## config.mk

```make
export PLATFORM = sky130hd
export DESIGN_NAME = upef_top
export DESIGN_NICKNAME = d
export VERILOG_FILES = /design/src/upef_pkg.sv /design/src/upef_pin_sync.sv /design/src/upef_edge_flags.sv /design/src/upef_top.sv
export VERILOG_INCLUDE_DIRS = /design/src /design/src/src
export SDC_FILE = /design/constraint.sdc
export NUM_CORES = 1
export LEC_CHECK = 0
export ABC_AREA = 1
export BUFFER_PORTS_ARGS = -buffer_cell sky130_fd_sc_hd__buf_4
export CORE_MARGIN = 8
export CORE_UTILIZATION = 59
export CTS_CLUSTER_DIAMETER = 80
export DETAILED_ROUTE_END_ITERATION = 8
export PLACE_DENSITY = 0.81
export SLEW_MARGIN = 15
export SYNTH_ARGS = -nofsm -noshare
export SYNTH_HDL_FRONTEND = slang
export SYNTH_SLANG_ARGS = --single-unit
```

## constraint.sdc

```tcl
create_clock -name clk -period 2.8 [get_ports clk]
set_input_delay 0.56 -clock clk [delete_from_list [all_inputs] [get_ports clk]]
set_output_delay 0.56 -clock clk [all_outputs]
set_load 0.01 [all_outputs]
```

## src/upef_defs.svh

```systemverilog
`ifndef UPEF_DEFS_SVH
`define UPEF_DEFS_SVH

// register offsets on the special-function register port
`define UPEF_ADDR_PORT2_LATCH   8'ha0
`define UPEF_ADDR_PORT2_MODE    8'ha6
`define UPEF_ADDR_PORT3_MODE    8'ha7
`define UPEF_ADDR_EDGE_PENDING  8'had
`define UPEF_ADDR_PORT3_LATCH   8'hb0

// reset values
`define UPEF_RST_LATCH          8'hff
`define UPEF_RST_MODE           8'h00
`define UPEF_RST_EDGE_PENDING   4'h0
`define UPEF_RST_PIN_LEVEL      1'b1

// edge-flag field of the pending register
`define UPEF_EDGE_LSB           4
`define UPEF_EDGE_MSB           7
`define UPEF_EDGE_UNUSED        4'h0

// value returned for an unmapped offset
`define UPEF_RDATA_UNMAPPED     8'h00

`endif

```

## src/upef_pkg.sv

```systemverilog
package upef_pkg;

  typedef logic [7:0] upef_byte_type;

  typedef struct packed {
    upef_byte_type port2_latch;
    upef_byte_type port3_latch;
    upef_byte_type port2_drive_mode;
    upef_byte_type port3_drive_mode;
    upef_byte_type rdata;
    logic          rvalid;
    upef_byte_type port2_out;
    upef_byte_type port2_oe;
    upef_byte_type port3_out;
    upef_byte_type port3_oe;
    upef_byte_type port2_pullup;
    upef_byte_type port3_pullup;
  } upef_top_state_type;

endpackage

```

## src/upef_pin_sync.sv

```systemverilog
`timescale 1ns/1ps
`include "upef_defs.svh"

module upef_pin_sync #(
  parameter int W = 8
) (
  // clock and reset
  input  wire logic         clk,
  input  wire logic         rst,
  // raw pins and settled level
  input  wire logic [W-1:0] pin,
  output logic      [W-1:0] level
);
  import upef_pkg::*;

  typedef struct packed {
    logic [W-1:0] s1;
    logic [W-1:0] s2;
    logic [W-1:0] s3;
    logic [W-1:0] lvl;
  } upef_sync_state_type;

  upef_sync_state_type q;
  upef_sync_state_type d;
  logic [W-1:0]        agree;

  always_comb begin
    d     = q;
    agree = ~(q.s2 ^ q.s3);
    d.s1  = pin;
    d.s2  = q.s1;
    d.s3  = q.s2;
    // a level only moves once two settled stages agree
    d.lvl = (q.s3 & agree) | (q.lvl & ~agree);
  end

  always_ff @(posedge clk) begin
    if (rst) begin
      q <= {(4 * W){`UPEF_RST_PIN_LEVEL}};
    end else begin
      q <= d;
    end
  end

  assign level = q.lvl;

endmodule

```

## src/upef_edge_flags.sv

```systemverilog
`timescale 1ns/1ps
`include "upef_defs.svh"

module upef_edge_flags #(
  parameter int W = 4
) (
  // clock and reset
  input  wire logic         clk,
  input  wire logic         rst,
  // settled pin level and software clear
  input  wire logic [W-1:0] level,
  input  wire logic [W-1:0] clear,
  // sticky pending flags
  output logic      [W-1:0] pending
);
  import upef_pkg::*;

  typedef struct packed {
    logic [W-1:0] prev;
    logic [W-1:0] flags;
  } upef_edge_state_type;

  upef_edge_state_type q;
  upef_edge_state_type d;
  logic [W-1:0]        fall;

  always_comb begin
    d       = q;
    fall    = q.prev & ~level;
    d.prev  = level;
    // a new edge beats a clear in the same cycle
    d.flags = (q.flags & ~clear) | fall;
  end

  always_ff @(posedge clk) begin
    if (rst) begin
      q.prev  <= {W{`UPEF_RST_PIN_LEVEL}};
      q.flags <= {W{1'b0}};
    end else begin
      q <= d;
    end
  end

  assign pending = q.flags;

  a_edge_sets: assert property (
    @(posedge clk) disable iff (rst)
    (|fall) |=> ((pending & $past(fall)) == $past(fall)))
    else $error("falling edge did not set its flag");

  a_clear_loses: assert property (
    @(posedge clk) disable iff (rst)
    (|(clear & fall)) |=> (|(pending & $past(clear & fall))))
    else $error("clear beat a same-cycle edge");

  a_no_spurious: assert property (
    @(posedge clk) disable iff (rst)
    1'b1 |=> ((pending & ~$past(pending | fall)) == '0))
    else $error("flag set without a falling edge");

endmodule

```

## src/upef_top.sv

```systemverilog
`timescale 1ns/1ps
`include "upef_defs.svh"

// Function
// - hardware sets pending flag n on a falling edge at port 1 pin n
// - low four pending bits read zero and ignore writes
// - port 2 writes are latched and driven as the crossbar routes them
// - port 2: a 0 to drive (latch or crossbar bit) drives low; 1 drives high or floats per mode
// - port 2 reads return pin levels regardless of crossbar
// - port 2 mode bit: 0 open-drain, 1 push-pull
// - port 3: written 0 drives low; 1 drives high or floats per mode
// - port 3 reads return the sensed pin levels
// - port 3 mode bit: 0 open-drain, 1 push-pull
// - read-modify-write reads the latch, not the pins
// - weak pull-ups on non push-pull pins unless globally disabled
module upef_top (
  // clock and reset
  input  wire logic                   clk,
  input  wire logic                   rst,
  // special-function register port
  input  wire upef_pkg::upef_byte_type sfr_addr,
  input  wire logic                   sfr_wr,
  input  wire upef_pkg::upef_byte_type sfr_wdata,
  input  wire logic                   sfr_rd,
  input  wire logic                   sfr_rmw,
  output upef_pkg::upef_byte_type     sfr_rdata,
  output logic                        sfr_rvalid,
  // crossbar claims on port 2 and global pull-up control
  input  wire upef_pkg::upef_byte_type port2_xbar_take,
  input  wire upef_pkg::upef_byte_type port2_xbar_data,
  input  wire logic                   weak_pullup_disable,
  // port 1 edge pins, bits 7 down to 4
  input  wire logic [3:0]             port1_upper_pin_in,
  output logic [3:0]                  port1_edge_pending,
  // port 2 pins
  input  wire upef_pkg::upef_byte_type port2_pin_in,
  output upef_pkg::upef_byte_type     port2_pin_out,
  output upef_pkg::upef_byte_type     port2_pin_oe,
  output upef_pkg::upef_byte_type     port2_pullup_en,
  // port 3 pins
  input  wire upef_pkg::upef_byte_type port3_pin_in,
  output upef_pkg::upef_byte_type     port3_pin_out,
  output upef_pkg::upef_byte_type     port3_pin_oe,
  output upef_pkg::upef_byte_type     port3_pullup_en
);
  import upef_pkg::*;

  localparam upef_top_state_type RST_STATE = '{
    port2_latch:      `UPEF_RST_LATCH,
    port3_latch:      `UPEF_RST_LATCH,
    port2_drive_mode: `UPEF_RST_MODE,
    port3_drive_mode: `UPEF_RST_MODE,
    rdata:            `UPEF_RDATA_UNMAPPED,
    rvalid:           1'b0,
    port2_out:        `UPEF_RST_LATCH,
    port2_oe:         ~`UPEF_RST_LATCH | `UPEF_RST_MODE,
    port3_out:        `UPEF_RST_LATCH,
    port3_oe:         ~`UPEF_RST_LATCH | `UPEF_RST_MODE,
    port2_pullup:     ~`UPEF_RST_MODE,
    port3_pullup:     ~`UPEF_RST_MODE
  };

  function automatic logic hit(input upef_byte_type a,
                               input upef_byte_type target);
    hit = (a == target);
  endfunction

  // a latched 0 always drives; a 1 drives only when push-pull
  function automatic upef_byte_type drive_en(input upef_byte_type val,
                                             input upef_byte_type mode);
    drive_en = ~val | mode;
  endfunction

  upef_top_state_type q;
  upef_top_state_type d;
  upef_byte_type      port2_level;
  upef_byte_type      port3_level;
  logic [3:0]         edge_level;
  logic [3:0]         edge_pending;
  logic [3:0]         edge_clear;
  upef_byte_type      port2_drive;
  upef_byte_type      pullup_gate;

  // pins come from outside the clock domain
  upef_pin_sync #(
    .W (8)
  ) u_sync_port2 (
    .clk   (clk),
    .rst   (rst),
    .pin   (port2_pin_in),
    .level (port2_level)
  );

  upef_pin_sync #(
    .W (8)
  ) u_sync_port3 (
    .clk   (clk),
    .rst   (rst),
    .pin   (port3_pin_in),
    .level (port3_level)
  );

  upef_pin_sync #(
    .W (4)
  ) u_sync_port1 (
    .clk   (clk),
    .rst   (rst),
    .pin   (port1_upper_pin_in),
    .level (edge_level)
  );

  // software clears a flag by writing 0 to it; 1 leaves it alone
  assign edge_clear = (sfr_wr && hit(sfr_addr, `UPEF_ADDR_EDGE_PENDING))
                      ? ~sfr_wdata[`UPEF_EDGE_MSB:`UPEF_EDGE_LSB]
                      : 4'h0;

  upef_edge_flags #(
    .W (4)
  ) u_edge_flags (
    .clk     (clk),
    .rst     (rst),
    .level   (edge_level),
    .clear   (edge_clear),
    .pending (edge_pending)
  );

  always_comb begin
    d = q;

    // register writes
    if (sfr_wr) begin
      if (hit(sfr_addr, `UPEF_ADDR_PORT2_LATCH)) begin
        d.port2_latch = sfr_wdata;
      end
      if (hit(sfr_addr, `UPEF_ADDR_PORT3_LATCH)) begin
        d.port3_latch = sfr_wdata;
      end
      if (hit(sfr_addr, `UPEF_ADDR_PORT2_MODE)) begin
        d.port2_drive_mode = sfr_wdata;
      end
      if (hit(sfr_addr, `UPEF_ADDR_PORT3_MODE)) begin
        d.port3_drive_mode = sfr_wdata;
      end
    end

    // crossbar-owned bits take the peripheral's value, drive rule unchanged
    port2_drive = (d.port2_latch & ~port2_xbar_take)
                | (port2_xbar_data & port2_xbar_take);
    d.port2_out = port2_drive;
    d.port2_oe  = drive_en(port2_drive, d.port2_drive_mode);
    d.port3_out = d.port3_latch;
    d.port3_oe  = drive_en(d.port3_latch, d.port3_drive_mode);

    // push-pull bits never get the weak pull-up
    pullup_gate    = {8{~weak_pullup_disable}};
    d.port2_pullup = pullup_gate & ~d.port2_drive_mode;
    d.port3_pullup = pullup_gate & ~d.port3_drive_mode;

    // reads answer one cycle later from a register
    d.rvalid = sfr_rd;
    if (sfr_rd) begin
      unique case (sfr_addr)
        `UPEF_ADDR_PORT2_LATCH: begin
          // bit ops and logic ops must not fold pin levels back in
          d.rdata = sfr_rmw ? q.port2_latch : port2_level;
        end
        `UPEF_ADDR_PORT3_LATCH: begin
          d.rdata = sfr_rmw ? q.port3_latch : port3_level;
        end
        `UPEF_ADDR_PORT2_MODE: begin
          d.rdata = q.port2_drive_mode;
        end
        `UPEF_ADDR_PORT3_MODE: begin
          d.rdata = q.port3_drive_mode;
        end
        `UPEF_ADDR_EDGE_PENDING: begin
          d.rdata = {edge_pending, `UPEF_EDGE_UNUSED};
        end
        default: begin
          d.rdata = `UPEF_RDATA_UNMAPPED;
        end
      endcase
    end
  end

  always_ff @(posedge clk) begin
    if (rst) begin
      q <= RST_STATE;
    end else begin
      q <= d;
    end
  end

  assign sfr_rdata          = q.rdata;
  assign sfr_rvalid         = q.rvalid;
  assign port1_edge_pending = edge_pending;
  assign port2_pin_out      = q.port2_out;
  assign port2_pin_oe       = q.port2_oe;
  assign port2_pullup_en    = q.port2_pullup;
  assign port3_pin_out      = q.port3_out;
  assign port3_pin_oe       = q.port3_oe;
  assign port3_pullup_en    = q.port3_pullup;

  a_port2_write: assert property (
    @(posedge clk) disable iff (rst)
    (sfr_wr && sfr_addr == `UPEF_ADDR_PORT2_LATCH && port2_xbar_take == '0)
    |=> (port2_pin_out == $past(sfr_wdata)))
    else $error("port 2 write not driven to the pins");

  a_port2_drive: assert property (
    @(posedge clk) disable iff (rst)
    (sfr_wr && sfr_addr == `UPEF_ADDR_PORT2_MODE)
    |=> (port2_pin_oe == (~port2_pin_out | $past(sfr_wdata))))
    else $error("port 2 output enable ignores the mode");

  a_port2_mode_rb: assert property (
    @(posedge clk) disable iff (rst)
    (sfr_wr && sfr_addr == `UPEF_ADDR_PORT2_MODE) ##1
    (sfr_rd && sfr_addr == `UPEF_ADDR_PORT2_MODE && !sfr_wr)
    |=> (sfr_rvalid && sfr_rdata == $past(sfr_wdata, 2)))
    else $error("port 2 mode readback wrong");

  a_port3_write: assert property (
    @(posedge clk) disable iff (rst)
    (sfr_wr && sfr_addr == `UPEF_ADDR_PORT3_LATCH)
    |=> (port3_pin_out == $past(sfr_wdata)
         && port3_pin_oe == (~$past(sfr_wdata) | q.port3_drive_mode)))
    else $error("port 3 write drive wrong");

  a_port2_pin_read: assert property (
    @(posedge clk) disable iff (rst)
    (sfr_rd && !sfr_rmw && sfr_addr == `UPEF_ADDR_PORT2_LATCH)
    |=> (sfr_rvalid && sfr_rdata == $past(port2_level)))
    else $error("port 2 read not the pin level");

  a_port3_pin_read: assert property (
    @(posedge clk) disable iff (rst)
    (sfr_rd && !sfr_rmw && sfr_addr == `UPEF_ADDR_PORT3_LATCH)
    |=> (sfr_rdata == $past(port3_level)))
    else $error("port 3 read not the pin level");

  a_rmw_latch: assert property (
    @(posedge clk) disable iff (rst)
    (sfr_rd && sfr_rmw && sfr_addr == `UPEF_ADDR_PORT3_LATCH)
    |=> (sfr_rdata == $past(q.port3_latch)))
    else $error("read-modify-write returned pins");

  a_pullup_gate: assert property (
    @(posedge clk) disable iff (rst)
    1'b1 |=> (port2_pullup_en
              == ({8{~$past(weak_pullup_disable)}} & ~q.port2_drive_mode)))
    else $error("port 2 pull-up enable wrong");

  a_low_nibble: assert property (
    @(posedge clk) disable iff (rst)
    (sfr_rd && sfr_addr == `UPEF_ADDR_EDGE_PENDING)
    |=> (sfr_rdata[3:0] == 4'h0
         && sfr_rdata[7:4] == $past(edge_pending)))
    else $error("pending register read wrong");

  a_rvalid_pulse: assert property (
    @(posedge clk) disable iff (rst)
    1'b1 |=> (sfr_rvalid == $past(sfr_rd)))
    else $error("read valid not one cycle after the read");

  a_rdata_holds: assert property (
    @(posedge clk) disable iff (rst)
    !sfr_rd |=> $stable(sfr_rdata))
    else $error("read data moved without a read");

  a_port2_rmw: assert property (
    @(posedge clk) disable iff (rst)
    (sfr_rd && sfr_rmw && sfr_addr == `UPEF_ADDR_PORT2_LATCH)
    |=> (sfr_rdata == $past(q.port2_latch)))
    else $error("port 2 read-modify-write returned pins");

  a_xbar_drive: assert property (
    @(posedge clk) disable iff (rst)
    (port2_xbar_take == 8'hff)
    |=> (port2_pin_out == $past(port2_xbar_data)))
    else $error("crossbar value not driven on port 2");

  a_port3_drive: assert property (
    @(posedge clk) disable iff (rst)
    (sfr_wr && sfr_addr == `UPEF_ADDR_PORT3_MODE)
    |=> (port3_pin_oe == (~port3_pin_out | $past(sfr_wdata))))
    else $error("port 3 output enable ignores the mode");

  a_port3_mode_rb: assert property (
    @(posedge clk) disable iff (rst)
    (sfr_rd && sfr_addr == `UPEF_ADDR_PORT3_MODE)
    |=> (sfr_rdata == $past(q.port3_drive_mode)))
    else $error("port 3 mode readback wrong");

  a_port3_pullup: assert property (
    @(posedge clk) disable iff (rst)
    1'b1 |=> (port3_pullup_en
              == ({8{~$past(weak_pullup_disable)}} & ~q.port3_drive_mode)))
    else $error("port 3 pull-up enable wrong");

  // only a write with no edge in flight must end up clear
  a_flag_clears: assert property (
    @(posedge clk) disable iff (rst)
    (sfr_wr && sfr_addr == `UPEF_ADDR_EDGE_PENDING && !sfr_wdata[7]
     && (edge_level[3] || !$past(edge_level[3])))
    |=> !port1_edge_pending[3])
    else $error("written 0 did not clear the pending flag");

  a_ones_keep: assert property (
    @(posedge clk) disable iff (rst)
    (sfr_wr && sfr_addr == `UPEF_ADDR_EDGE_PENDING
     && sfr_wdata[7:4] == 4'hf)
    |=> ((port1_edge_pending & $past(port1_edge_pending))
         == $past(port1_edge_pending)))
    else $error("writing 1 cleared a pending flag");

endmodule

```

== Word-level counts from Yosys, hierarchy flattened ==
Index checks and enable logic that the tools add are counted.
Word-level totals
  register bits after elaboration: 169
  input port bits: 58
  logic and storage cells: 77
Cells by class
  equal/unequal tests: 5
  mux-type cells: 9
  bitwise gates (word level): 37
  reduce and logical (&&, ||, !) cells: 1
Operators with widths (count)
  $not 8->8: 9
  $and 8x8->8: 8
  $mux 8: 6
  $eq 8x8->1 const B: 5
  $or 8x8->8: 5
  $pmux 8 s5: 1
  $mux 32: 1
  $not 4->4: 5
  $and 4x4->4: 4
  $xor 8x8->8: 2
  $or 4x4->4: 2
  $mux 4: 1
  $xor 4x4->4: 1
  $logic_and 1x1->1: 1
  $not 1->1: 1

== Logic depth before layout (Yosys ltp) ==
Gate-level depths: netlist of run 1.
  word-level depth: 7
  mapped depth: 9
  gate-level depth less buffers: 8

== Modules after synthesis ==
Synthesis of run 1 repeated with hierarchy kept, for this count alone.
Second synthesis, totals
  cells, all modules: 933
  area, all modules: 6996.7 um2
Modules (own cells, without submodules)
  upef_top: times used 1, cells each 569, area an instance 3958.8 um2, sequential area each 1621.6 um2
  upef_pin_sync at u_sync_port2 ...: times used 2, cells each 131, area an instance 1101.1 um2, sequential area each 640.6 um2
  upef_pin_sync at u_sync_port1: times used 1, cells each 65, area an instance 546.8 um2, sequential area each 320.3 um2
  upef_edge_flags: times used 1, cells each 37, area an instance 289.0 um2, sequential area each 160.2 um2

== Worst setup path after synthesis of run 1 ==
OpenSTA, ideal clock, no wires.
  path kind: input -> register
  start point: input port sfr_addr[6]
  end point: register q, in the netlist port3_pin_oe[1]
  library setup time: 0.122 ns
  data arrival time: 1.347 ns
  required time: 2.678 ns
  slack: 1.331 ns
  cell stages on the path: 8
  path buffers: 2
  cell sequence: inv_1 -> nand2_2 -> nor2_4 -> buf_6 -> buf_4 -> nand4_1 -> nand3_1 -> nand2_1
Between the ends
  word-level cells in the longest chain between the ends: 5
Ends and longest elaborated chain
  start, declared: line upef_top.sv:21  | input wire upef_pkg::upef_byte_type sfr_addr,
  $eq 8x8->1: line upef_top.sv:65  | hit = (a == target);
  $mux 8: line upef_top.sv:135  | if (hit(sfr_addr, `UPEF_ADDR_PORT3_LATCH)) begin
  $mux 32 (*): line upef_top.sv:131  | if (sfr_wr) begin
  $not 8->8: line upef_top.sv:71  | drive_en = ~val | mode;
  $or 8x8->8 (*): line upef_top.sv:71
  end signal, assigned: line upef_top.sv:188  | q <= RST_STATE;
  end signal, assigned: line upef_top.sv:190  | q <= d;
  end, declared: line upef_top.sv:74  | upef_top_state_type q;
Every way passes the cells marked *; elsewhere a longest branch is shown, timed or not.
A chain may end at the register's enable or synchronous reset.

== Final worst setup path of run 1 ==
  start point: register q, in the netlist port3_pin_out[6]
  end point: output port port3_pin_out[6]
RTL lines
  end, declared: line upef_top.sv:42  | output upef_pkg::upef_byte_type port3_pin_out,
No word-level cell between the ends.

==> key figures, run 1 <==
Critical path
  – Data required time at the worst endpoint: 2.24 ns
  – Ordered cell list for the critical path: buf_4
  – Maximum fanout encountered on the critical timing path: 3
  – Slowest stage delay, CP: 0.43 ns
  – Capturing element type of the critical path: output port
  – Worst EP arrival: 1.12 ns
  – Worst-path cell with the longest stage delay: sky130_fd_sc_hd__dfxtp_1
  – Crit Path Class: register to output port
  – Total buffers and inverters traversed by the critical path: 1
  – Critical path startpoint category: register
  – Family of cells with the greatest summed delay on the critical path: flip-flops

Finish
  – Register area: 3380 um2
  – Number of nets in the finished design: 914
  – Synthesis-to-layout area growth: 15.9%
  – Share of post-route cells with drive strength above 1: 25.7%
  – Commonest cells after routing, fill and taps aside: sky130_fd_sc_hd__nand2_1 (196), sky130_fd_sc_hd__dfxtp_1 (169), sky130_fd_sc_hd__buf_4 (123), sky130_fd_sc_hd__inv_1 (94), sky130_fd_sc_hd__nand3_1 (77)
  – Area of the multi-input gates: 2140 um2
  – ANT cells: 0
  – Fill count: 834
  – Most frequent standard cell in the layout excluding fill and tap cells: sky130_fd_sc_hd__nand2_1
  – Post-layout util: 70.0%

GRT
  – Global routing's busiest layer: met2
  – GR Util met1: 24.4%
  – Met3 Use GR: 5.72%
  – Sum of overflow across all layers after global routing: 0
  – Overall Global Routing Usage: 20.8%
  – Global-route wire length before repair: 24,300 um
  – Met2 Track Usage GR: 35.7%
  – Largest net degree at the start of global routing: 61
  – Number of global-route vias before repair: 4,996
  – Number of antenna violations at the first check in global routing: 0

Clock network
  – Number of gates given a new drive strength after cts: 0
  – Post-CTS repair timing setup buffer count: 0
  – Number of buffers added to fix hold violations after cts: 0
  – Clock transition time at the flip-flop clock pins of the worst setup and hold paths: 0.07 ns
  – Maximum clock path buffer count: 2
  – Number of sinks driven by the clock tree: 169
  – Count of H-tree levels built during CTS: 4
  – Total CTS buffers: 17
  – Buffer cell driving the clock tree root: sky130_fd_sc_hd__clkbuf_8
  – Clock tree from TritonCTS: built
  – Insertion delay of the later-clocked pin in the worst-skew pair: 0.52 ns

Floorplanning
  – Row Count: 38
  – Die height: 121 um
  – Area of the die: 14,700 um2
  – # IOs: 119
  – Core outline area: 10,800 um2
  – Horiz. Die Dim: 121 um
  – Initial standard-cell utilization of the core: 60.4%

Placement
  – DPL Wire Length: 11,000 um
  – Buffers on Ports: 118
  – Final estimated routing congestion in global placement: 0.873

Synth
  – Leading post-synthesis cells by cell area: sky130_fd_sc_hd__dfxtp_1 (52%), sky130_fd_sc_hd__nand2_1 (11%), sky130_fd_sc_hd__buf_4 (7.5%)
  – Post-synthesis cell area: 6510 um2
  – Number of instances in the synthesized netlist: 807
  – Sequential element share of the synthesized area: 51.9%
  – Flip-flop and latch count after synthesis: 169
  – Number of synthesis warnings: 0
  – Synthesized net count: 865
  – Cell type with the highest aggregate area in the netlist: sky130_fd_sc_hd__dfxtp_1
  – Netlist cell types: 22
  – Mean instance size in the synthesized netlist: 8.07 um2
  – Synth top area share: 51.9%

Route
  – Number of optimization iterations in the first detailed-route pass: 6
  – Total number of vias: 5,160
  – Detailed router's first-iteration violation count: 416
  – Sum of routed wire length over all layers: 15,400 um
  – Average vias per placed instance: 5.12
  – Number of antenna-violating nets in the routed design: 0
  – DRC Markers: 0
  – Routed length per instance: 15.2 um

Timing
  – Final number of setup-violating endpoints: 0
  – Max Clock Freq: 0.596 GHz
  – Final setup TNS: 0 ns
  – Post-Route Skew: 0.00350 ns
  – Fin. Hold Viols: 0
  – Tmin final: 1.68 ns
  – Slew headroom: 57.7%
  – Count of final max-slew check failures: 0
  – Setup repair after global routing missed its margin: false
  – Measured slew at the worst slew-check pin: 0.633 ns
  – Fin crit share: 59.9%

Power and ir drop
  – PD cells: 667 nW/um2
  – Standby leakage power: 3.87 nW
  – Maximum VDD drop: 442 uV

Job
  – Max-cap violation count: 0

Run status
  – Result of the run: completed

Worst hold path
  – Hold crit path type: input port to register
Yosys cell counts:
cell	count
sky130_fd_sc_hd__o211ai_2	2
sky130_fd_sc_hd__nand4_1	16
sky130_fd_sc_hd__buf_2	8
sky130_fd_sc_hd__a21oi_1	33
sky130_fd_sc_hd__buf_4	65
sky130_fd_sc_hd__nand2_2	1
sky130_fd_sc_hd__dfxtp_1	169
sky130_fd_sc_hd__clkbuf_1	13
sky130_fd_sc_hd__buf_6	3
sky130_fd_sc_hd__nand3_2	2
sky130_fd_sc_hd__o21ai_0	31
sky130_fd_sc_hd__buf_1	4
sky130_fd_sc_hd__nand3_4	1
sky130_fd_sc_hd__nor2_1	22
sky130_fd_sc_hd__or2_2	57
sky130_fd_sc_hd__inv_2	2
sky130_fd_sc_hd__inv_1	94
sky130_fd_sc_hd__nor2_4	4
sky130_fd_sc_hd__o211ai_1	6
sky130_fd_sc_hd__nand2_1	196
sky130_fd_sc_hd__nand3_1	77
sky130_fd_sc_hd__nor3_1	1
kinds of logic (layout without fill, tap and decap cells):
kind of cell	count (synthesis)	after routing	share of synthesized area, %
DFF	169	169	51.9
buffers and inverters	189	250	15.1
AOI/OAI and AO/OA	72	72	5.99
and+or+nand+nor	377	377	26.9
worst reg2reg max path: cells and delay by family, from the launching register on:
| kind | cells | cell delay [ns] |
|---|---|---|
| simple gates | 5 | 0.35 |
| compound gates | 1 | 0.10 |
| flops | 1 | 0.43 |
layer usage:
layer | part of all wire, % | vias to the layer above
met3 | 7.6 | 32
li1 | - | 2552
met2 | 50 | 198
met5 | 0 | -
met1 | 40 | 2378
met4 | 1.9 | 0
cell type report:
type	count	area share, %
Clock buffer	17	5.49
Clock inverter	14	1.97
Inverter	96	4.77
Multi-Input combinational cell	449	28.4
Sequential cell	169	44.8
Tap cell	140	2.32
Timing Repair Buffer	123	12.2
metrics by stage:
stage	worst slack, ns	cell area (um2)	std cells	hold slack [ns]	total power, mW
floorplan	1.33	6510	807	0.389	2.76
global placement	0.693	6990	977	0.391	2.87
detailed placement	0.640	6990	977	0.393	2.88
CTS	1.13	7550	1008	0.204	5.07
global route	1.04	7550	1008	0.201	5.21
finish	1.12	7550	1008	0.216	5.04
path summary, 6_finish.rpt:
kind,from,slack (ns),cells after the start,to
setup / recovery,port3_pin_out[6],1.12,1,port3_pin_out[6]
hold / removal,port3_pin_in[7],0.22,2,u_sync_port3.d[23]
setup reg to reg,port3_pin_out[6],1.84,6,sfr_rdata[6]
hold reg to reg,u_sync_port2.d[22],0.40,1,u_sync_port2.d[14]
power breakdown:
part	switching (mW)	internal [mW]
clock network	0.943	1.27
logic	0.178	0.148
registers	0.0261	2.47
total	1.15	3.89
Power figures use the tool's default switching activity.
==> run 2: changes to the inputs <==
--- a/config.mk
+++ b/config.mk
@@ -9,10 +9,10 @@
 export ABC_AREA = 1
 export BUFFER_PORTS_ARGS = -buffer_cell sky130_fd_sc_hd__buf_4
 export CORE_MARGIN = 8
-export CORE_UTILIZATION = 59
+export CORE_UTILIZATION = 50
 export CTS_CLUSTER_DIAMETER = 80
 export DETAILED_ROUTE_END_ITERATION = 8
-export PLACE_DENSITY = 0.81
+export PLACE_DENSITY = 0.73
 export SLEW_MARGIN = 15
 export SYNTH_ARGS = -nofsm -noshare
 export SYNTH_HDL_FRONTEND = slang
==> constraint.sdc (replaced) <==
create_clock -name clk -period 1.5 [get_ports clk]
set_input_delay 0.3 -clock clk [delete_from_list [all_inputs] [get_ports clk]]
set_output_delay 0.3 -clock clk [all_outputs]
set_load 0.01 [all_outputs]
==> key figures, run 2 (synthesis results as in run 1) <==
Run status
  – Result of the run: completed (unchanged)

Route
  – Total number of vias: 5,058 (was 5,160)
  – Number of optimization iterations in the first detailed-route pass: 6 (unchanged)
  – Detailed router's first-iteration violation count: 431 (was 416)
  – Number of antenna-violating nets in the routed design: 0 (unchanged)
  – Routed length per instance: 14.2 um (was 15.2 um)
  – DRC Markers: 0 (unchanged)
  – Sum of routed wire length over all layers: 15,100 um (was 15,400 um)
  – Average vias per placed instance: 4.77 (was 5.12)

GRT
  – Sum of overflow across all layers after global routing: 0 (unchanged)
  – Overall Global Routing Usage: 18.4% (was 20.8%)
  – Number of global-route vias before repair: 4,839 (was 4,996)
  – Largest net degree at the start of global routing: 54 (was 61)
  – Number of antenna violations at the first check in global routing: 0 (unchanged)
  – Global-route wire length before repair: 23,800 um (was 24,300 um)

Finish
  – ANT cells: 0 (unchanged)
  – Synthesis-to-layout area growth: 20.5% (was 15.9%)
  – Number of nets in the finished design: 934 (was 914)
  – Commonest cells after routing, fill and taps aside: sky130_fd_sc_hd__nand2_1 (196), sky130_fd_sc_hd__dfxtp_1 (169), sky130_fd_sc_hd__buf_4 (139), sky130_fd_sc_hd__inv_1 (94), sky130_fd_sc_hd__nand3_1 (77) (was sky130_fd_sc_hd__nand2_1 (196), sky130_fd_sc_hd__dfxtp_1 (169), sky130_fd_sc_hd__buf_4 (123), sky130_fd_sc_hd__inv_1 (94), sky130_fd_sc_hd__nand3_1 (77))
  – Share of post-route cells with drive strength above 1: 26.9% (was 25.7%)
  – Post-layout util: 61.9% (was 70.0%)
  – Most frequent standard cell in the layout excluding fill and tap cells: sky130_fd_sc_hd__nand2_1 (unchanged)
  – Post-route insts no fill: 1,060 (was 1,008)

Placement
  – DPL Wire Length: 11,100 um (was 11,000 um)
  – Number of placed instances, taps included: 1,029 (was 977)
  – Pre-CTS setup slack: -0.00560 ns (was 0.640 ns)
  – Buffers on Ports: 118 (unchanged)
  – Final estimated routing congestion in global placement: 0.889 (was 0.873)

Floorplanning
  – Horiz. Die Dim: 130 um (was 121 um)
  – Area of the die: 16,900 um2 (was 14,700 um2)
  – # IOs: 119 (unchanged)
  – Die height: 130 um (was 121 um)
  – Initial standard-cell utilization of the core: 51.4% (was 60.4%)
  – Row Count: 41 (was 38)
  – Core outline area: 12,700 um2 (was 10,800 um2)

Clock network
  – Number of gates given a new drive strength after cts: 0 (unchanged)
  – Insertion delay of the later-clocked pin in the worst-skew pair: 0.42 ns (was 0.52 ns)
  – Number of buffers added to fix hold violations after cts: 0 (unchanged)
  – Total CTS buffers: 17 (unchanged)
  – Count of H-tree levels built during CTS: 4 (unchanged)
  – Maximum clock path buffer count: 2 (unchanged)
  – Post-CTS repair timing setup buffer count: 0 (unchanged)
  – Buffer cell driving the clock tree root: sky130_fd_sc_hd__clkbuf_16 (was sky130_fd_sc_hd__clkbuf_8)
  – Clock transition time at the flip-flop clock pins of the worst setup and hold paths: 0.06 ns (was 0.07 ns)
  – Clock tree from TritonCTS: built (unchanged)
  – Number of sinks driven by the clock tree: 169 (unchanged)

Critical path
  – Worst-path cell with the longest stage delay: sky130_fd_sc_hd__dfxtp_1 (unchanged)
  – Data required time at the worst endpoint: 1.20 ns (was 2.24 ns)
  – Total buffers and inverters traversed by the critical path: 1 (unchanged)
  – Family of cells with the greatest summed delay on the critical path: flip-flops (unchanged)
  – Worst EP arrival: 1.00 ns (was 1.12 ns)
  – Slowest stage delay, CP: 0.42 ns (was 0.43 ns)
  – Crit Path Class: register to output port (unchanged)
  – Maximum fanout encountered on the critical timing path: 3 (unchanged)
  – Capturing element type of the critical path: output port (unchanged)
  – Critical path startpoint category: register (unchanged)
  – Ordered cell list for the critical path: buf_4 (unchanged)

Timing
  – Tmin final: 1.30 ns
  – Final setup TNS: 0 ns (unchanged)
  – Fin crit share: 86.4%
  – Slew headroom: 82.1% (was 57.7%)
  – Worst Setup Slack, final: 0.204 ns (was 1.12 ns)
  – Fin. Hold Viols: 0 (unchanged)
  – Max Clock Freq: 0.772 GHz
  – Final number of setup-violating endpoints: 0 (unchanged)
  – Setup repair after global routing missed its margin: false (unchanged)
  – Post-Route Skew: 0.00498 ns (was 0.00350 ns)
  – Count of final max-slew check failures: 0 (unchanged)
  – Measured slew at the worst slew-check pin: 0.269 ns (was 0.633 ns)

Job
  – Max-cap violation count: 0 (unchanged)

Power and ir drop
  – Standby leakage power: 4.01 nW (was 3.87 nW)
  – Maximum VDD drop: 804 uV (was 442 uV)
  – PD cells: 1260 nW/um2 (was 667 nW/um2)

Worst hold path
  – Hold crit path type: input port to register (unchanged)
run 2: cell count changes in the layout (fill, tap and decap cells not counted), moves of 3 or more:
cell,change
sky130_fd_sc_hd__buf_4,+16
sky130_fd_sc_hd__buf_12,+4
sky130_fd_sc_hd__clkinv_4,-3
sky130_fd_sc_hd__clkbuf_1,+4
run 2: worst paths after layout:
kind                      start                  to  slack (ns)  depth (start not counted)
max            port3_pin_out[5]    port3_pin_out[5]        0.20                          1
max reg2reg    port3_pin_out[1]        sfr_rdata[1]        0.57                          6
min reg2reg  u_sync_port2.d[21]  u_sync_port2.d[13]        0.41                          1
min             port3_pin_in[7]  u_sync_port3.d[23]        0.05                          2
run 2: power by group:
| part | internal [mW] | switching, mW | total [mW] |
|---|---|---|---|
| registers | 4.62 | 0.0446 | 4.66 |
| logic | 0.306 | 0.329 | 0.635 |
| clock network | 2.91 | 1.66 | 4.57 |
| total | 7.83 | 2.04 | 9.87 |
run 2: area by class of cell:
class	count	area [um2]
tap	172	215
multi-input combinational	449	2140
sequential	169	3380
clock inverter	7	140
inverter	96	360
timing repair buffer	143	1120
fill	1124	4820
clock buffer	24	482
run 2: per-stage QoR:
| step | instance area [um2] | power [mW] | hold WS [ns] |
|---|---|---|---|
| after floorplan | 6510 | 5.15 | 0.389 |
| after global routing | 7850 | 10.2 | 0.0421 |
| after global placement | 7230 | 5.39 | 0.391 |
| final | 7850 | 9.87 | 0.0519 |
| after detailed placement | 7230 | 5.40 | 0.395 |
| after CTS | 7850 | 9.95 | 0.0383 |
run 2: metal layers:
layer | GRT usage [%] | up-vias | routed length (um) | part of all wire [%]
met2 | 29.6 | 181 | 7140 | 47
met4 | 8.06 | 0 | 308 | 2.0
met1 | 22.1 | 2271 | 6250 | 41
met5 | 0 | - | 0 | 0
met3 | 6.00 | 21 | 1380 | 9.2
li1 | - | 2585 | - | -
==> run 3: changes to the inputs <==
--- a/config.mk
+++ b/config.mk
@@ -6,13 +6,14 @@
 export SDC_FILE = /design/constraint.sdc
 export NUM_CORES = 1
 export LEC_CHECK = 0
-export ABC_AREA = 1
+export ABC_AREA = 0
 export BUFFER_PORTS_ARGS = -buffer_cell sky130_fd_sc_hd__buf_4
+export CORE_ASPECT_RATIO = 1.25
 export CORE_MARGIN = 8
-export CORE_UTILIZATION = 50
+export CORE_UTILIZATION = 49
 export CTS_CLUSTER_DIAMETER = 80
 export DETAILED_ROUTE_END_ITERATION = 8
-export PLACE_DENSITY = 0.73
+export PLACE_DENSITY = 0.86
 export SLEW_MARGIN = 15
 export SYNTH_ARGS = -nofsm -noshare
 export SYNTH_HDL_FRONTEND = slang
==> key figures, run 3 <==
Run status
  – Result of the run: completed (unchanged)

Timing
  – Post-Route Skew: 0.00901 ns (was 0.00498 ns)
  – Measured slew at the worst slew-check pin: 0.459 ns (was 0.269 ns)
  – Fin. Hold Viols: 0 (unchanged)
  – Fin crit share: 94.8% (was 86.4%)
  – Max Clock Freq: 0.703 GHz (was 0.772 GHz)
  – Worst Setup Slack, final: 0.0773 ns (was 0.204 ns)
  – Count of final max-slew check failures: 0 (unchanged)
  – Setup repair after global routing missed its margin: false (unchanged)
  – Slew headroom: 69.4% (was 82.1%)
  – Final number of setup-violating endpoints: 0 (unchanged)
  – Tmin final: 1.42 ns (was 1.30 ns)

Worst hold path
  – Min-Delay Startpoint: port1_upper_pin_in[3] (was port3_pin_in[7])
  – Worst Hold End: u_sync_port1.d[11] (was u_sync_port3.d[23])
  – Instance count along the most critical hold path: 2 (unchanged)
  – Hold crit path type: input port to register (unchanged)

Finish
  – ANT cells: 0 (unchanged)
  – Final non-filler cell area: 7710 um2 (was 7850 um2)
  – Area of the multi-input gates: 2320 um2 (was 2140 um2)
  – Share of post-route cells with drive strength above 1: 39.1% (was 26.9%)
  – Most frequent standard cell in the layout excluding fill and tap cells: sky130_fd_sc_hd__dfxtp_1 (was sky130_fd_sc_hd__nand2_1)
  – Number of nets in the finished design: 727 (was 934)
  – Post-route insts no fill: 848 (was 1,060)
  – Commonest cells after routing, fill and taps aside: sky130_fd_sc_hd__dfxtp_1 (169), sky130_fd_sc_hd__buf_4 (143), sky130_fd_sc_hd__or2_2 (64), sky130_fd_sc_hd__nor2_1 (52), sky130_fd_sc_hd__a21oi_1 (32) (was sky130_fd_sc_hd__nand2_1 (196), sky130_fd_sc_hd__dfxtp_1 (169), sky130_fd_sc_hd__buf_4 (139), sky130_fd_sc_hd__inv_1 (94), sky130_fd_sc_hd__nand3_1 (77))
  – Fill count: 996 (was 1,124)
  – Post-layout util: 61.2% (was 61.9%)
  – Register area: 3380 um2 (unchanged)
  – Synthesis-to-layout area growth: 22.7% (was 20.5%)

Critical path
  – End of the worst register-to-register path: sfr_rdata[2] (was sfr_rdata[1])
  – Maximum fanout encountered on the critical timing path: 9 (was 3)
  – FF-to-FF setup slack: 0.25 ns (was 0.57 ns)
  – Data required time at the worst endpoint: 1.82 ns (was 1.20 ns)
  – Count of cells along the worst register-to-register path: 3 (was 6)
  – Capturing element type of the critical path: register (was output port)
  – Crit Path Class: input port to register (was register to output port)
  – Worst EP arrival: 1.74 ns (was 1.00 ns)
  – Critical path startpoint category: input port (was register)
  – Critical register-to-register path startpoint: port3_pin_out[2] (was port3_pin_out[1])

Synth
  – Prevailing post-synth register cell: sky130_fd_sc_hd__dfxtp_1 (unchanged)
  – Number of synthesis warnings: 0 (unchanged)
  – Leading post-synthesis cells by instance count: sky130_fd_sc_hd__dfxtp_1 (169), sky130_fd_sc_hd__or2_2 (64), sky130_fd_sc_hd__buf_4 (61) (was sky130_fd_sc_hd__nand2_1 (196), sky130_fd_sc_hd__dfxtp_1 (169), sky130_fd_sc_hd__inv_1 (94))
  – Sequential element share of the synthesized area: 53.8% (was 51.9%)
  – Post-synthesis simple-gate area fraction: 17.8% (was 26.9%)
  – Dominant cell by count in the synthesized netlist: sky130_fd_sc_hd__dfxtp_1 (was sky130_fd_sc_hd__nand2_1)
  – Multiplexer share of the synthesized area: 6.85% (was 0%)
  – Area fraction in compound gates after synthesis: 12.2% (was 5.99%)
  – Leading post-synthesis cells by cell area: sky130_fd_sc_hd__dfxtp_1 (54%), sky130_fd_sc_hd__buf_4 (7.3%), sky130_fd_sc_hd__or2_2 (6.4%) (was sky130_fd_sc_hd__dfxtp_1 (52%), sky130_fd_sc_hd__nand2_1 (11%), sky130_fd_sc_hd__buf_4 (7.5%))
  – Count of flip-flops with a built-in enable after synthesis: 0 (unchanged)
  – Post-synthesis cell area: 6280 um2 (was 6510 um2)
  – Post-synthesis adder-cell area fraction: 0% (unchanged)
  – Synth top area share: 53.8% (was 51.9%)
  – Main combinational cell family by area after synthesis: simple AND/OR/NAND/NOR gates (unchanged)
  – Post-synthesis share of cell area spent on xor and xnor gates: 0% (unchanged)
  – Mean instance size in the synthesized netlist: 10.6 um2 (was 8.07 um2)
  – Flip-flop and latch count after synthesis: 169 (unchanged)
  – Share of async-settable or async-resettable flops after synthesis: 0% (unchanged)
  – Cell type with the highest aggregate area in the netlist: sky130_fd_sc_hd__dfxtp_1 (unchanged)
  – Synthesized net count: 651 (was 865)
  – Netlist cell types: 44 (was 22)
  – Number of instances in the synthesized netlist: 593 (was 807)

GRT
  – Sum of overflow across all layers after global routing: 0 (unchanged)
  – Number of antenna violations at the first check in global routing: 0 (unchanged)
  – Global-route wire length before repair: 22,900 um (was 23,800 um)
  – Number of global-route vias before repair: 4,470 (was 4,839)
  – Largest net degree at the start of global routing: 54 (unchanged)
  – Overall Global Routing Usage: 17.9% (was 18.4%)

Clock network
  – Number of buffers added to fix hold violations after cts: 0 (unchanged)
  – Maximum clock path buffer count: 2 (unchanged)
  – Number of gates given a new drive strength after cts: 0 (unchanged)
  – Clock tree from TritonCTS: built (unchanged)
  – Clock transition time at the flip-flop clock pins of the worst setup and hold paths: 0.06 ns (about the same)
  – Count of H-tree levels built during CTS: 4 (unchanged)
  – Buffer cell driving the clock tree root: sky130_fd_sc_hd__clkbuf_16 (unchanged)
  – Number of sinks driven by the clock tree: 169 (unchanged)
  – Insertion delay of the later-clocked pin in the worst-skew pair: 0.42 ns (about the same)
  – Post-CTS repair timing setup buffer count: 0 (unchanged)
  – Total CTS buffers: 17 (unchanged)

Floorplanning
  – Core outline area: 12,600 um2 (was 12,700 um2)
  – Area of the die: 16,700 um2 (was 16,900 um2)
  – Die height: 143 um (was 130 um)
  – Horiz. Die Dim: 117 um (was 130 um)
  – Row Count: 46 (was 41)
  – Initial standard-cell utilization of the core: 49.9% (was 51.4%)
  – # IOs: 119 (unchanged)

Power and ir drop
  – Maximum VDD drop: 700 uV (was 804 uV)
  – Part of the power in registers: 47.7% (was 47.3%)
  – Design internal power: 7.76 mW (was 7.83 mW)
  – Share of power burned in the clock network: 46.2% (was 46.3%)
  – Logic pwr share: 6.1% (was 6.4%)
  – Switching power share of the total: 20.6% (about the same)
  – Switching power: 2.02 mW (was 2.04 mW)
  – PD cells: 1270 nW/um2 (was 1260 nW/um2)
  – Standby leakage power: 3.12 nW (was 4.01 nW)

Route
  – Sum of routed wire length over all layers: 14,600 um (was 15,100 um)
  – DRC Markers: 0 (unchanged)
  – Detailed router's first-iteration violation count: 236 (was 431)
  – Number of antenna-violating nets in the routed design: 0 (unchanged)
  – Routed length per instance: 17.2 um (was 14.2 um)
  – Average vias per placed instance: 5.17 (was 4.77)
  – Number of optimization iterations in the first detailed-route pass: 5 (was 6)
  – Total number of vias: 4,383 (was 5,058)

Placement
  – Buffers on Ports: 118 (unchanged)
  – Pre-CTS setup slack: -0.297 ns (was -0.00560 ns)
  – Final estimated routing congestion in global placement: 0.916 (was 0.889)
  – Area after DPL: 7100 um2 (was 7230 um2)
  – Number of placed instances, taps included: 818 (was 1,029)
  – DPL Wire Length: 10,600 um (was 11,100 um)

Job
  – Max-cap violation count: 0 (unchanged)
==> run 3: cell count changes in the layout (fill, tap and decap cells not counted), sizes merged, moves of 9 or more <==
cell    previous run  this run
nand4b             0         9
o21ai             31        12
mux2i              0        16
nand3             80         2
or2               57        72
nand4             16         1
inv               96         2
a21o               0        16
nor2              26        53
nand2            197        13
o21bai             0        20
nand3b             0         9
==> run 3: cell families after synthesis <==
| logic type | Yosys count |
|---|---|
| compound gates | 116 |
| simple gates | 184 |
| mux | 32 |
| flops | 169 |
| buf+inv | 92 |
==> run 3: area by class of cell <==
class                           count  area share, %
Multi-Input combinational cell    332           30.1
Sequential cell                   169           43.9
Clock inverter                     10           2.21
Tap cell                          168           2.73
Timing Repair Buffer              148           15.2
Clock buffer                       20           5.79
Inverter                            1         0.0487
==> run 3: power groups by stage <==
stage,sequential [mW],clock (mW),combinational [mW]
floorplan,4.74,0,0.357
global placement,4.76,0,0.587
detailed placement,4.76,0,0.600
CTS,4.66,4.60,0.605
global route,4.67,4.81,0.647
finish,4.66,4.51,0.600
==> run 3: critical path: stages <==
cell,delay (ns)
sky130_fd_sc_hd__buf_4,0.14
sky130_fd_sc_hd__or4_4,0.64
sky130_fd_sc_hd__nor2_4,0.27
sky130_fd_sc_hd__a32oi_1,0.11
sky130_fd_sc_hd__a311oi_1,0.28
==> run 3: how the worst max path moves through the flow <==
stage	start	cells past startpoint	slack, ns	to
6_report	sfr_addr[1]	5	0.08	sfr_rdata[2]
5_1_grt	sfr_addr[1]	5	0.04	sfr_rdata[2]
4_1_cts	sfr_addr[1]	5	0.12	sfr_rdata[2]
3_5_place_dp	sfr_addr[1]	5	-0.30	sfr_rdata[2]
3_3_place_gp	sfr_addr[1]	5	-0.24	port2_pin_oe[5]
2_1_floorplan	sfr_addr[1]	4	-0.05	port3_pin_out[0]
==> run 3: per-stage QoR <==
step           total power, mW  hold slack, ns  TNS, ns
2_1_floorplan             5.10           0.389    -1.22
3_3_place_gp              5.34           0.392   -10.70
3_5_place_dp              5.36           0.393   -13.39
4_1_cts                   9.87          0.0444        0
5_1_grt                   10.1          0.0464        0
6_report                  9.77          0.0579        0
==> run 3: layer usage <==
| layer | GRT usage (%) | part of all wire, % |
|---|---|---|
| met5 | 0 | 0 |
| met4 | 8.92 | 3.7 |
| met3 | 5.44 | 7.5 |
| met2 | 30.4 | 50 |
| met1 | 19.5 | 38 |
